### src/core/ppmc_pkg.sv
// Package of constants for the PHY power and mode control block
package ppmc_pkg;

	// ------------------------------------------------------------
	// Register offsets (word index on the plain register port)
	// ------------------------------------------------------------
	localparam logic [3:0] PPMC_REG_CTRL   = 4'h0;
	localparam logic [3:0] PPMC_REG_STAT   = 4'h1;
	localparam logic [3:0] PPMC_REG_XCTRL2 = 4'h2;
	localparam logic [3:0] PPMC_REG_LATCH  = 4'h3;

	// ------------------------------------------------------------
	// Control register fields
	// ------------------------------------------------------------
	localparam int PPMC_CTRL_SWRST = 15;
	localparam int PPMC_CTRL_SPEED = 13;
	localparam int PPMC_CTRL_ANEN  = 12;
	localparam int PPMC_CTRL_PDN   = 11;
	localparam logic [15:0] PPMC_CTRL_RST = 16'h3000;

	// ------------------------------------------------------------
	// Extended control 2 fields
	// ------------------------------------------------------------
	localparam int PPMC_X2_PS100 = 0;
	localparam int PPMC_X2_PS10  = 1;
	localparam logic [15:0] PPMC_X2_RST = 16'h0000;

	// ------------------------------------------------------------
	// Latching status defaults: low bits idle high, others low
	// ------------------------------------------------------------
	localparam logic [15:0] PPMC_LL_RST  = 16'h00FF;
	localparam logic [15:0] PPMC_LH_RST  = 16'h0000;
	localparam logic [7:0]  PPMC_LMX_RST = 8'h00;

	// ------------------------------------------------------------
	// Timing
	// ------------------------------------------------------------
	localparam int PPMC_CLK_NS       = 100;
	localparam int PPMC_SWRST_CYC    = 2;
	localparam int PPMC_EXIT_NS      = 640;
	localparam int PPMC_EXIT_CYC     =
		(PPMC_EXIT_NS + PPMC_CLK_NS - 1) / PPMC_CLK_NS;
	localparam int PPMC_CNT_W        = 4;

	// ------------------------------------------------------------
	// Power state machine
	// ------------------------------------------------------------
	typedef enum logic [1:0] {
		PPMC_S_DOWN = 2'b00,
		PPMC_S_WAKE = 2'b01,
		PPMC_S_RUN  = 2'b10,
		PPMC_S_SRST = 2'b11
	} ppmc_state_e;

endpackage : ppmc_pkg

### src/core/ppmc_sync.sv
// Two-flop synchroniser for a bundle of pin inputs
`timescale 1ns/1ps
module ppmc_sync
	import ppmc_pkg::*;
#(
	parameter int W = 1
)(
	input  wire logic         clk,
	input  wire logic         rstn,
	input  wire logic [W-1:0] d,
	output logic      [W-1:0] q
);
	logic [W-1:0] meta_r;

	always_ff @(posedge clk)
	begin
		if (!rstn)
		begin
			meta_r <= '0;
			q      <= '0;
		end
		else
		begin
			meta_r <= d;
			q      <= meta_r;
		end
	end
endmodule : ppmc_sync

### src/core/ppmc_latch.sv
// Latching status bits: latch-low, latch-high and latch-maximum
`timescale 1ns/1ps
module ppmc_latch
	import ppmc_pkg::*;
(
	input  wire logic        clk,
	input  wire logic        rstn,
	input  wire logic        clr_all,
	input  wire logic        rd_clr,
	input  wire logic [7:0]  ev_low,
	input  wire logic [7:0]  ev_high,
	input  wire logic [7:0]  level_in,
	output logic      [15:0] latch_low_bits,
	output logic      [15:0] latch_high_bits,
	output logic      [7:0]  latch_max_bits
);
	// ------------------------------------------------------------
	// Per-bit sticky flags; an event wins over a read clear
	// ------------------------------------------------------------
	genvar i;
	generate
		for (i = 0; i < 8; i++)
		begin : g_bit
			always_ff @(posedge clk)
			begin
				if (!rstn || clr_all)
				begin
					latch_low_bits[i]  <= PPMC_LL_RST[i];
					latch_high_bits[i] <= PPMC_LH_RST[i];
				end
				else
				begin
					if (!ev_low[i])
						latch_low_bits[i] <= 1'b0;
					else if (rd_clr)
						latch_low_bits[i] <= 1'b1;
					if (ev_high[i])
						latch_high_bits[i] <= 1'b1;
					else if (rd_clr)
						latch_high_bits[i] <= 1'b0;
				end
			end
		end
	endgenerate

	assign latch_low_bits[15:8]  = PPMC_LL_RST[15:8];
	assign latch_high_bits[15:8] = PPMC_LH_RST[15:8];

	always_ff @(posedge clk)
	begin
		if (!rstn || clr_all)
			latch_max_bits <= PPMC_LMX_RST;
		else if (level_in > latch_max_bits)
			latch_max_bits <= level_in;
		else if (rd_clr)
			latch_max_bits <= level_in;
	end
endmodule : ppmc_latch

### src/core/ppmc_top.sv
// Power-down, power-save and mode control of a 10/100 PHY
//
// Notes on behaviour
// Power down while reset pin low or the power-down control bit set.
// Powered down: functions off, MAC outputs zero, management port alive.
// Powered down: both pair transmit outputs released to high impedance.
// Bit power-down keeps registers, resets only latching status bits.
// Reset power-down returns every management register bit to default.
// 100M save bit one disables 100M modules while running 10M.
// 10M save bit one disables 10M modules while running 100M.
// Autoneg enable from select pin in hardware mode, control bit in software.
// Autoneg enabled: adopt best mode common to both ends.
// 100M path uses serialising, 4B/5B, NRZI, MLT-3 and scrambling.
// Configuration from straps when source pin zero, registers when one.
// Software reset does not enter the power-down state.
// Leave power-down only with reset pin high and power-down bit clear.
// Station clears power-down over management port before expecting data.
`timescale 1ns/1ps
module ppmc_top
	import ppmc_pkg::*;
(
	input  wire logic        clk,
	input  wire logic        rstn,
	input  wire logic        hw_reset_low_pin,
	input  wire logic        config_source_pin,
	input  wire logic        autoneg_select_pin,
	input  wire logic        speed_select_pin,
	input  wire logic        link_up,
	input  wire logic        partner_100,
	input  wire logic        mac_rx_valid,
	input  wire logic [3:0]  mac_rxd,
	input  wire logic        tx_line_data,
	input  wire logic [7:0]  ev_low,
	input  wire logic [7:0]  ev_high,
	input  wire logic [7:0]  level_in,
	input  wire logic [3:0]  reg_addr,
	input  wire logic [15:0] reg_wdata,
	input  wire logic        reg_wr,
	input  wire logic        reg_rd,
	output logic      [15:0] reg_rdata,
	output logic             power_down,
	output logic             mod100_en,
	output logic             mod10_en,
	output logic             autoneg_en,
	output logic             speed_100,
	output logic             coding_100_en,
	output logic             mac_rx_valid_out,
	output logic      [3:0]  mac_rxd_out,
	output logic             pair_tx_pos_o,
	output logic             pair_tx_neg_o,
	output logic             pair_tx_oe
);
	// ------------------------------------------------------------
	// Pin synchronisers
	// ------------------------------------------------------------
	logic [3:0] pins_s;
	logic       rst_pin_n;
	logic       cfg_sw;
	logic       autoneg_select_pin_s;
	logic       spdsel_s;

	ppmc_sync #(.W(4)) u_sync (
		.clk  (clk),
		.rstn (rstn),
		.d    ({hw_reset_low_pin, config_source_pin,
		        autoneg_select_pin, speed_select_pin}),
		.q    (pins_s)
	);

	assign rst_pin_n = pins_s[3];
	assign cfg_sw    = pins_s[2];
	assign autoneg_select_pin_s   = pins_s[1];
	assign spdsel_s  = pins_s[0];

	// ------------------------------------------------------------
	// Registers and state
	// ------------------------------------------------------------
	logic [15:0]          ctrl_r;
	logic [15:0]          xctrl2_r;
	ppmc_state_e          state_r;
	logic [PPMC_CNT_W-1:0] cnt_r;
	logic                 hw_reset;
	logic                 sw_reset;
	logic                 pdn_bit;
	logic                 pdn_bit_d_r;
	logic                 lat_clr;
	logic                 lat_rd;
	logic [15:0]          ll_w;
	logic [15:0]          lh_w;
	logic [7:0]           lmx_w;
	logic                 down_nxt;
	logic                 spd_nxt;
	logic                 an_nxt;

	// Held pin reset or block reset both count as a device reset
	assign hw_reset = !rst_pin_n;
	assign pdn_bit  = ctrl_r[PPMC_CTRL_PDN];
	assign sw_reset = (state_r == PPMC_S_SRST);
	assign lat_rd   = reg_rd && (reg_addr == PPMC_REG_LATCH);

	// ------------------------------------------------------------
	// Control register: reset restores defaults, bit entry keeps it
	// ------------------------------------------------------------
	always_ff @(posedge clk)
	begin
		if (!rstn || hw_reset)
			ctrl_r <= PPMC_CTRL_RST;
		else if (sw_reset)
			ctrl_r <= PPMC_CTRL_RST;
		else if (reg_wr && reg_addr == PPMC_REG_CTRL)
			ctrl_r <= reg_wdata;
	end

	always_ff @(posedge clk)
	begin
		if (!rstn || hw_reset || sw_reset)
			xctrl2_r <= PPMC_X2_RST;
		else if (reg_wr && reg_addr == PPMC_REG_XCTRL2)
			xctrl2_r <= reg_wdata;
	end

	// Latching bits reset on any reset and on power-down bit entry
	always_ff @(posedge clk)
	begin
		if (!rstn)
			pdn_bit_d_r <= 1'b0;
		else
			pdn_bit_d_r <= pdn_bit;
	end

	assign lat_clr = hw_reset || sw_reset || (pdn_bit && !pdn_bit_d_r);

	ppmc_latch u_latch (
		.clk             (clk),
		.rstn            (rstn),
		.clr_all         (lat_clr),
		.rd_clr          (lat_rd),
		.ev_low          (ev_low),
		.ev_high         (ev_high),
		.level_in        (level_in),
		.latch_low_bits  (ll_w),
		.latch_high_bits (lh_w),
		.latch_max_bits  (lmx_w)
	);

	// ------------------------------------------------------------
	// Power state machine
	// ------------------------------------------------------------
	always_ff @(posedge clk)
	begin
		if (!rstn)
		begin
			state_r <= PPMC_S_DOWN;
			cnt_r   <= '0;
		end
		else
		begin
			case (state_r)
				PPMC_S_DOWN:
				begin
					cnt_r <= '0;
					if (!hw_reset && !pdn_bit)
						state_r <= PPMC_S_WAKE;
				end
				PPMC_S_WAKE:
				begin
					// Pins released a fixed time after the exit
					if (hw_reset || pdn_bit)
						state_r <= PPMC_S_DOWN;
					else if (cnt_r == PPMC_CNT_W'(PPMC_EXIT_CYC - 1))
						state_r <= PPMC_S_RUN;
					else
						cnt_r <= cnt_r + 1'b1;
				end
				PPMC_S_RUN:
				begin
					cnt_r <= '0;
					if (hw_reset || pdn_bit)
						state_r <= PPMC_S_DOWN;
					else if (reg_wr && reg_addr == PPMC_REG_CTRL &&
					         reg_wdata[PPMC_CTRL_SWRST])
						state_r <= PPMC_S_SRST;
				end
				PPMC_S_SRST:
				begin
					// Stays powered, only the outputs are quiet
					if (hw_reset)
						state_r <= PPMC_S_DOWN;
					else if (cnt_r == PPMC_CNT_W'(PPMC_SWRST_CYC - 1))
						state_r <= PPMC_S_RUN;
					else
						cnt_r <= cnt_r + 1'b1;
				end
				default:
					state_r <= PPMC_S_DOWN;
			endcase
		end
	end

	// ------------------------------------------------------------
	// Mode selection
	// ------------------------------------------------------------
	always_comb
	begin
		if (cfg_sw)
		begin
			an_nxt  = ctrl_r[PPMC_CTRL_ANEN];
			spd_nxt = ctrl_r[PPMC_CTRL_SPEED];
		end
		else
		begin
			an_nxt  = autoneg_select_pin_s;
			spd_nxt = spdsel_s;
		end
		// Partner capability limits the speed when negotiating with link up
		if (an_nxt && link_up)
			spd_nxt = spd_nxt && partner_100;
	end

	assign down_nxt = (state_r != PPMC_S_RUN);

	always_ff @(posedge clk)
	begin
		if (!rstn)
		begin
			power_down    <= 1'b1;
			autoneg_en    <= 1'b0;
			speed_100     <= 1'b0;
			mod100_en     <= 1'b0;
			mod10_en      <= 1'b0;
			coding_100_en <= 1'b0;
		end
		else
		begin
			power_down <= (state_r == PPMC_S_DOWN) ||
			              (state_r == PPMC_S_WAKE);
			autoneg_en <= !down_nxt && an_nxt;
			speed_100  <= spd_nxt;
			mod100_en  <= !down_nxt &&
			              (spd_nxt || !xctrl2_r[PPMC_X2_PS100]);
			mod10_en   <= !down_nxt &&
			              (!spd_nxt || !xctrl2_r[PPMC_X2_PS10]);
			coding_100_en <= !down_nxt && spd_nxt;
		end
	end

	// ------------------------------------------------------------
	// MAC-side and line outputs
	// ------------------------------------------------------------
	always_ff @(posedge clk)
	begin
		if (!rstn || down_nxt)
		begin
			mac_rx_valid_out <= 1'b0;
			mac_rxd_out      <= 4'h0;
			pair_tx_pos_o    <= 1'b0;
			pair_tx_neg_o    <= 1'b0;
			pair_tx_oe       <= 1'b0;
		end
		else
		begin
			mac_rx_valid_out <= mac_rx_valid;
			mac_rxd_out      <= mac_rxd;
			pair_tx_pos_o    <= tx_line_data;
			pair_tx_neg_o    <= !tx_line_data;
			pair_tx_oe       <= 1'b1;
		end
	end

	// ------------------------------------------------------------
	// Register read port: works in power-down too
	// ------------------------------------------------------------
	always_ff @(posedge clk)
	begin
		if (!rstn)
			reg_rdata <= 16'h0000;
		else if (reg_rd)
		begin
			case (reg_addr)
				PPMC_REG_CTRL:   reg_rdata <= ctrl_r;
				PPMC_REG_STAT:   reg_rdata <= {10'h000, cfg_sw,
				                               state_r, autoneg_en,
				                               speed_100, power_down};
				PPMC_REG_XCTRL2: reg_rdata <= xctrl2_r;
				PPMC_REG_LATCH:  reg_rdata <= {lmx_w, ll_w[3:0],
				                               lh_w[3:0]};
				default:         reg_rdata <= 16'h0000;
			endcase
		end
		else
			reg_rdata <= 16'h0000;
	end
endmodule : ppmc_top

### config.mk
export PLATFORM = sky130hd
export DESIGN_NAME = ppmc_top
export DESIGN_NICKNAME = d
export VERILOG_FILES = /design/src/core/ppmc_pkg.sv /design/src/core/ppmc_sync.sv /design/src/core/ppmc_latch.sv /design/src/core/ppmc_top.sv
export SDC_FILE = /design/constraint.sdc
export NUM_CORES = 1
export LEC_CHECK = 0
export ABC_AREA = 1
export BUFFER_PORTS_ARGS = -buffer_cell sky130_fd_sc_hd__buf_2
export CAP_MARGIN = 20
export CELL_PAD_IN_SITES_DETAIL_PLACEMENT = 1
export CELL_PAD_IN_SITES_GLOBAL_PLACEMENT = 2
export CORE_MARGIN = 8
export CORE_UTILIZATION = 32
export CTS_CLUSTER_SIZE = 12
export DETAILED_ROUTE_END_ITERATION = 10
export PLACE_DENSITY_LB_ADDON = 0.1
export SYNTH_ARGS = -nofsm -noshare
export SYNTH_HDL_FRONTEND = slang
export SYNTH_SLANG_ARGS = --single-unit
### constraint.sdc
create_clock -name clk -period 2.95 [get_ports clk]
set_input_delay 0.59 -clock clk [delete_from_list [all_inputs] [get_ports clk]]
set_output_delay 0.59 -clock clk [all_outputs]
set_load 0.02 [all_outputs]
==> parameters.txt <==
Parameter                              Value

Run status
  Run status ... finished, final reports clean

STA
  Peak clock frequency supported by timing ... 535 MHz
  Number of slew-limit violations in the final report ... 0
  RSZ-0062 raised after global routing ... false
  Worst slew pin tran ... 0.636 ns
  Number of endpoints with negative hold slack in the final report ... 0
  Clock skew ... 0.00729 ns
  Setup TNS ... 0 ns
  Final Cycle Share ... 0.634
  Clock period minus worst slack ... 1.87 ns
  Endpoints failing setup ... 0
  Worst slew margin relative to its limit ... 0.571

Synth
  Number of distinct library cells after synthesis ... 30
  Flip-flop and latch count after synthesis ... 93
  Post-Synthesis Mean Instance Area ... 7.70 um2
  Fraction of registers with async set or reset after synthesis ... 0
  Count leader, synth ... sky130_fd_sc_hd__dfxtp_1
  Top post-synthesis cells by area ... sky130_fd_sc_hd__dfxtp_1 50%, sky130_fd_sc_hd__nand2_1 8.9%, sky130_fd_sc_hd__inv_1 8.2%, sky130_fd_sc_hd__a21oi_1 6.5%, sky130_fd_sc_hd__nor2_1 4.4%
  Dominant cell type by area after synthesis ... sky130_fd_sc_hd__dfxtp_1
  Most common flop cell mapped by yosys ... sky130_fd_sc_hd__dfxtp_1
  Number of cells produced by synthesis ... 481
  Number of flops mapped to enable cells by yosys ... 0
  Top post-synthesis cells by count ... 93 x sky130_fd_sc_hd__dfxtp_1, 88 x sky130_fd_sc_hd__nand2_1, 81 x sky130_fd_sc_hd__inv_1
  Yosys warning total ... 0
  Share of synthesized area occupied by flip-flops and latches ... 0.503
  Total nets after synthesis ... 552
  Post-synth design cell area ... 3700 um2
  Top cell type's share of synthesized area ... 0.503

Route
  Starting DRT DRC Count ... 125
  Total number of vias ... 3358
  Routed WL ... 10900 um
  Via density per instance ... 4.72
  Number of nets with antenna violations after detailed routing ... 0
  1st-pass router iterations ... 4
  DRC violations left ... 0
  WL/cell ... 15.3 um

Clocking
  Insertion delay of the later-clocked pin in the worst-skew pair ... 0.34 ns
  CTS tree ... yes
  Root Driver ... sky130_fd_sc_hd__clkbuf_16
  Hold Buf Count CTS ... 0
  Clock Pin Slew Worst Setup and Hold Paths ... 0.07 ns
  Number of buffers on the longest clock path ... 2
  Post CTS Setup Buffer Count ... 0
  CTS Sinks ... 93
  Post-CTS sizing ... 0
  Number of buffers created by CTS ... 9
  Depth of the CTS H-tree ... 3

Floorplanning
  Count of standard-cell rows ... 39
  Core area ... 11400 um2
  X dimension of the die ... 124 um
  Ports placed on the boundary ... 90
  Vertical die dimension ... 124 um
  Die area ... 15300 um2
  Initial Util ... 0.326

Global routing
  Overflow after GRT ... 0
  Vias in the first global route ... 3369
  Gr usage total ... 0.148
  Initial antenna violation count ... 0
  Pin count of the biggest net entering global routing ... 26
  Wire length of the first global-routing pass ... 17300 um

Setup path
  CP arrival ... 2.10 ns
  Critical path launch point type ... flop
  Data required time at the worst endpoint ... 3.18 ns
  Type of the setup path with the least slack ... flop to flop
  Worst setup EP type ... flop
  Highest net fanout along the worst path ... 16

Job
  Number of maximum-capacitance violations ... 0

Placement
  Final estimated routing congestion in global placement ... 0.766
  Number of port buffers ... 81
  Detailed Place HPWL ... 8310 um

Power
  Worst ir drop on vdd ... 0.000232 V
  Total power density per cell area ... 588 nW/um2
  Power consumption ... 2.70 mW
  Leakage power of the design ... 2.07 nW

Final layout
  Final layout net count ... 635
  Number of antenna diodes ... 0
  Area overhead of the layout relative to synthesis ... 23.8%
  Number of filler cells placed in the layout ... 1408
  Fraction of layout cells with a size suffix above 1 ... 0.199

Min path
  Worst hold-check path type ... primary input to flop
## stage by stage
step	instance area, um2	worst slack, ns	hold WS [ns]	std cells	util
after floorplan	3700	1.16	0.390	481	-
after detailed placement	4260	0.791	0.405	696	0.375
after global routing	4580	0.867	0.414	712	0.403
final	4580	1.08	0.409	712	0.403
after CTS	4580	1.09	0.397	712	0.403
after global placement	4260	0.849	0.393	696	0.375
## worst max-delay path, cell delays in order, from the launching register on
cell                      delay [ns]
sky130_fd_sc_hd__dfxtp_1        0.31
sky130_fd_sc_hd__inv_1          0.08
sky130_fd_sc_hd__ha_1           0.30
sky130_fd_sc_hd__nand2_1        0.07
sky130_fd_sc_hd__nor2_1         0.14
sky130_fd_sc_hd__nand4_1        0.09
sky130_fd_sc_hd__nand2_1        0.45
sky130_fd_sc_hd__nand3_1        0.16
sky130_fd_sc_hd__nand2_1        0.11
sky130_fd_sc_hd__nor2_1         0.05
## path summary, 6_finish.rpt
path                                     startpoint                                endpoint  slack [ns]  cells after the start
min reg2reg             u_sync.meta_r[3]$_SDFF_PN0_                  u_sync.q[3]$_SDFF_PN0_        0.42                      2
min                                    tx_line_data                pair_tx_neg_o$_SDFF_PN0_        0.41                      2
max reg2reg  u_latch.latch_max_bits[7]$_SDFFE_PP0P_  u_latch.latch_max_bits[1]$_SDFFE_PP0P_        1.08                      9
max          u_latch.latch_max_bits[7]$_SDFFE_PP0P_  u_latch.latch_max_bits[1]$_SDFFE_PP0P_        1.08                      9
## layout make-up
type,count,area (um2),area share
flip-flops and latches,93,1860,0.406
multi-input cells,285,1430,0.313
repair buffers,88,458,0.0999
inverters,87,327,0.0712
clock buffers,10,239,0.0521
well taps,143,179,0.0390
clock inverters,6,86.3,0.0188
## cells by family (layout without fill, tap and decap cells)
group           count (synthesis)  count (layout)  synth area share
flops                          93              93             0.503
fa+ha+maj                      11              11            0.0372
compound gates                108             108             0.164
simple gates                  166             166             0.186
buf+inv                       103             191             0.110
## layer usage
layer / wire length [um] / track usage / vias to the layer above
met1: 5290 / 0.191 / 1584
met4: 172 / 0.0609 / 0
met2: 4930 / 0.236 / 55
met5: 0 / 0 / -
met3: 467 / 0.0306 / 11
li1: - / - / 1708
## power by group
part	total (mW)	internal [mW]	switching (mW)
sequential	1.27	1.27	0.00671
combinational	0.158	0.0592	0.0988
clock	1.26	0.764	0.499
## sequential cells by signal, summed over array words and instances (netlist names), 2 cells and up
name / flops
u_sync.q: 4
state_r: 2
xctrl2_r: 16
u_sync.meta_r: 4
reg_rdata: 16
ctrl_r: 16
mac_rxd_out: 4
cnt_r: 4
u_latch.latch_high_bits: 4
u_latch.latch_low_bits: 4
u_latch.latch_max_bits: 8
## placed cells by master, fill, tap and decap left out, types with 8 or more instances in the layout
master                      count
sky130_fd_sc_hd__nor2_1        43
sky130_fd_sc_hd__a21oi_1       48
sky130_fd_sc_hd__o21ai_0       26
sky130_fd_sc_hd__buf_2         81
sky130_fd_sc_hd__nand3_1       25
sky130_fd_sc_hd__inv_1         81
sky130_fd_sc_hd__clkbuf_16      9
sky130_fd_sc_hd__ha_1          11
sky130_fd_sc_hd__nand2_1       88
sky130_fd_sc_hd__dfxtp_1       93
sky130_fd_sc_hd__o21ai_1        8
No activity file was read; power rests on OpenSTA's default activity.
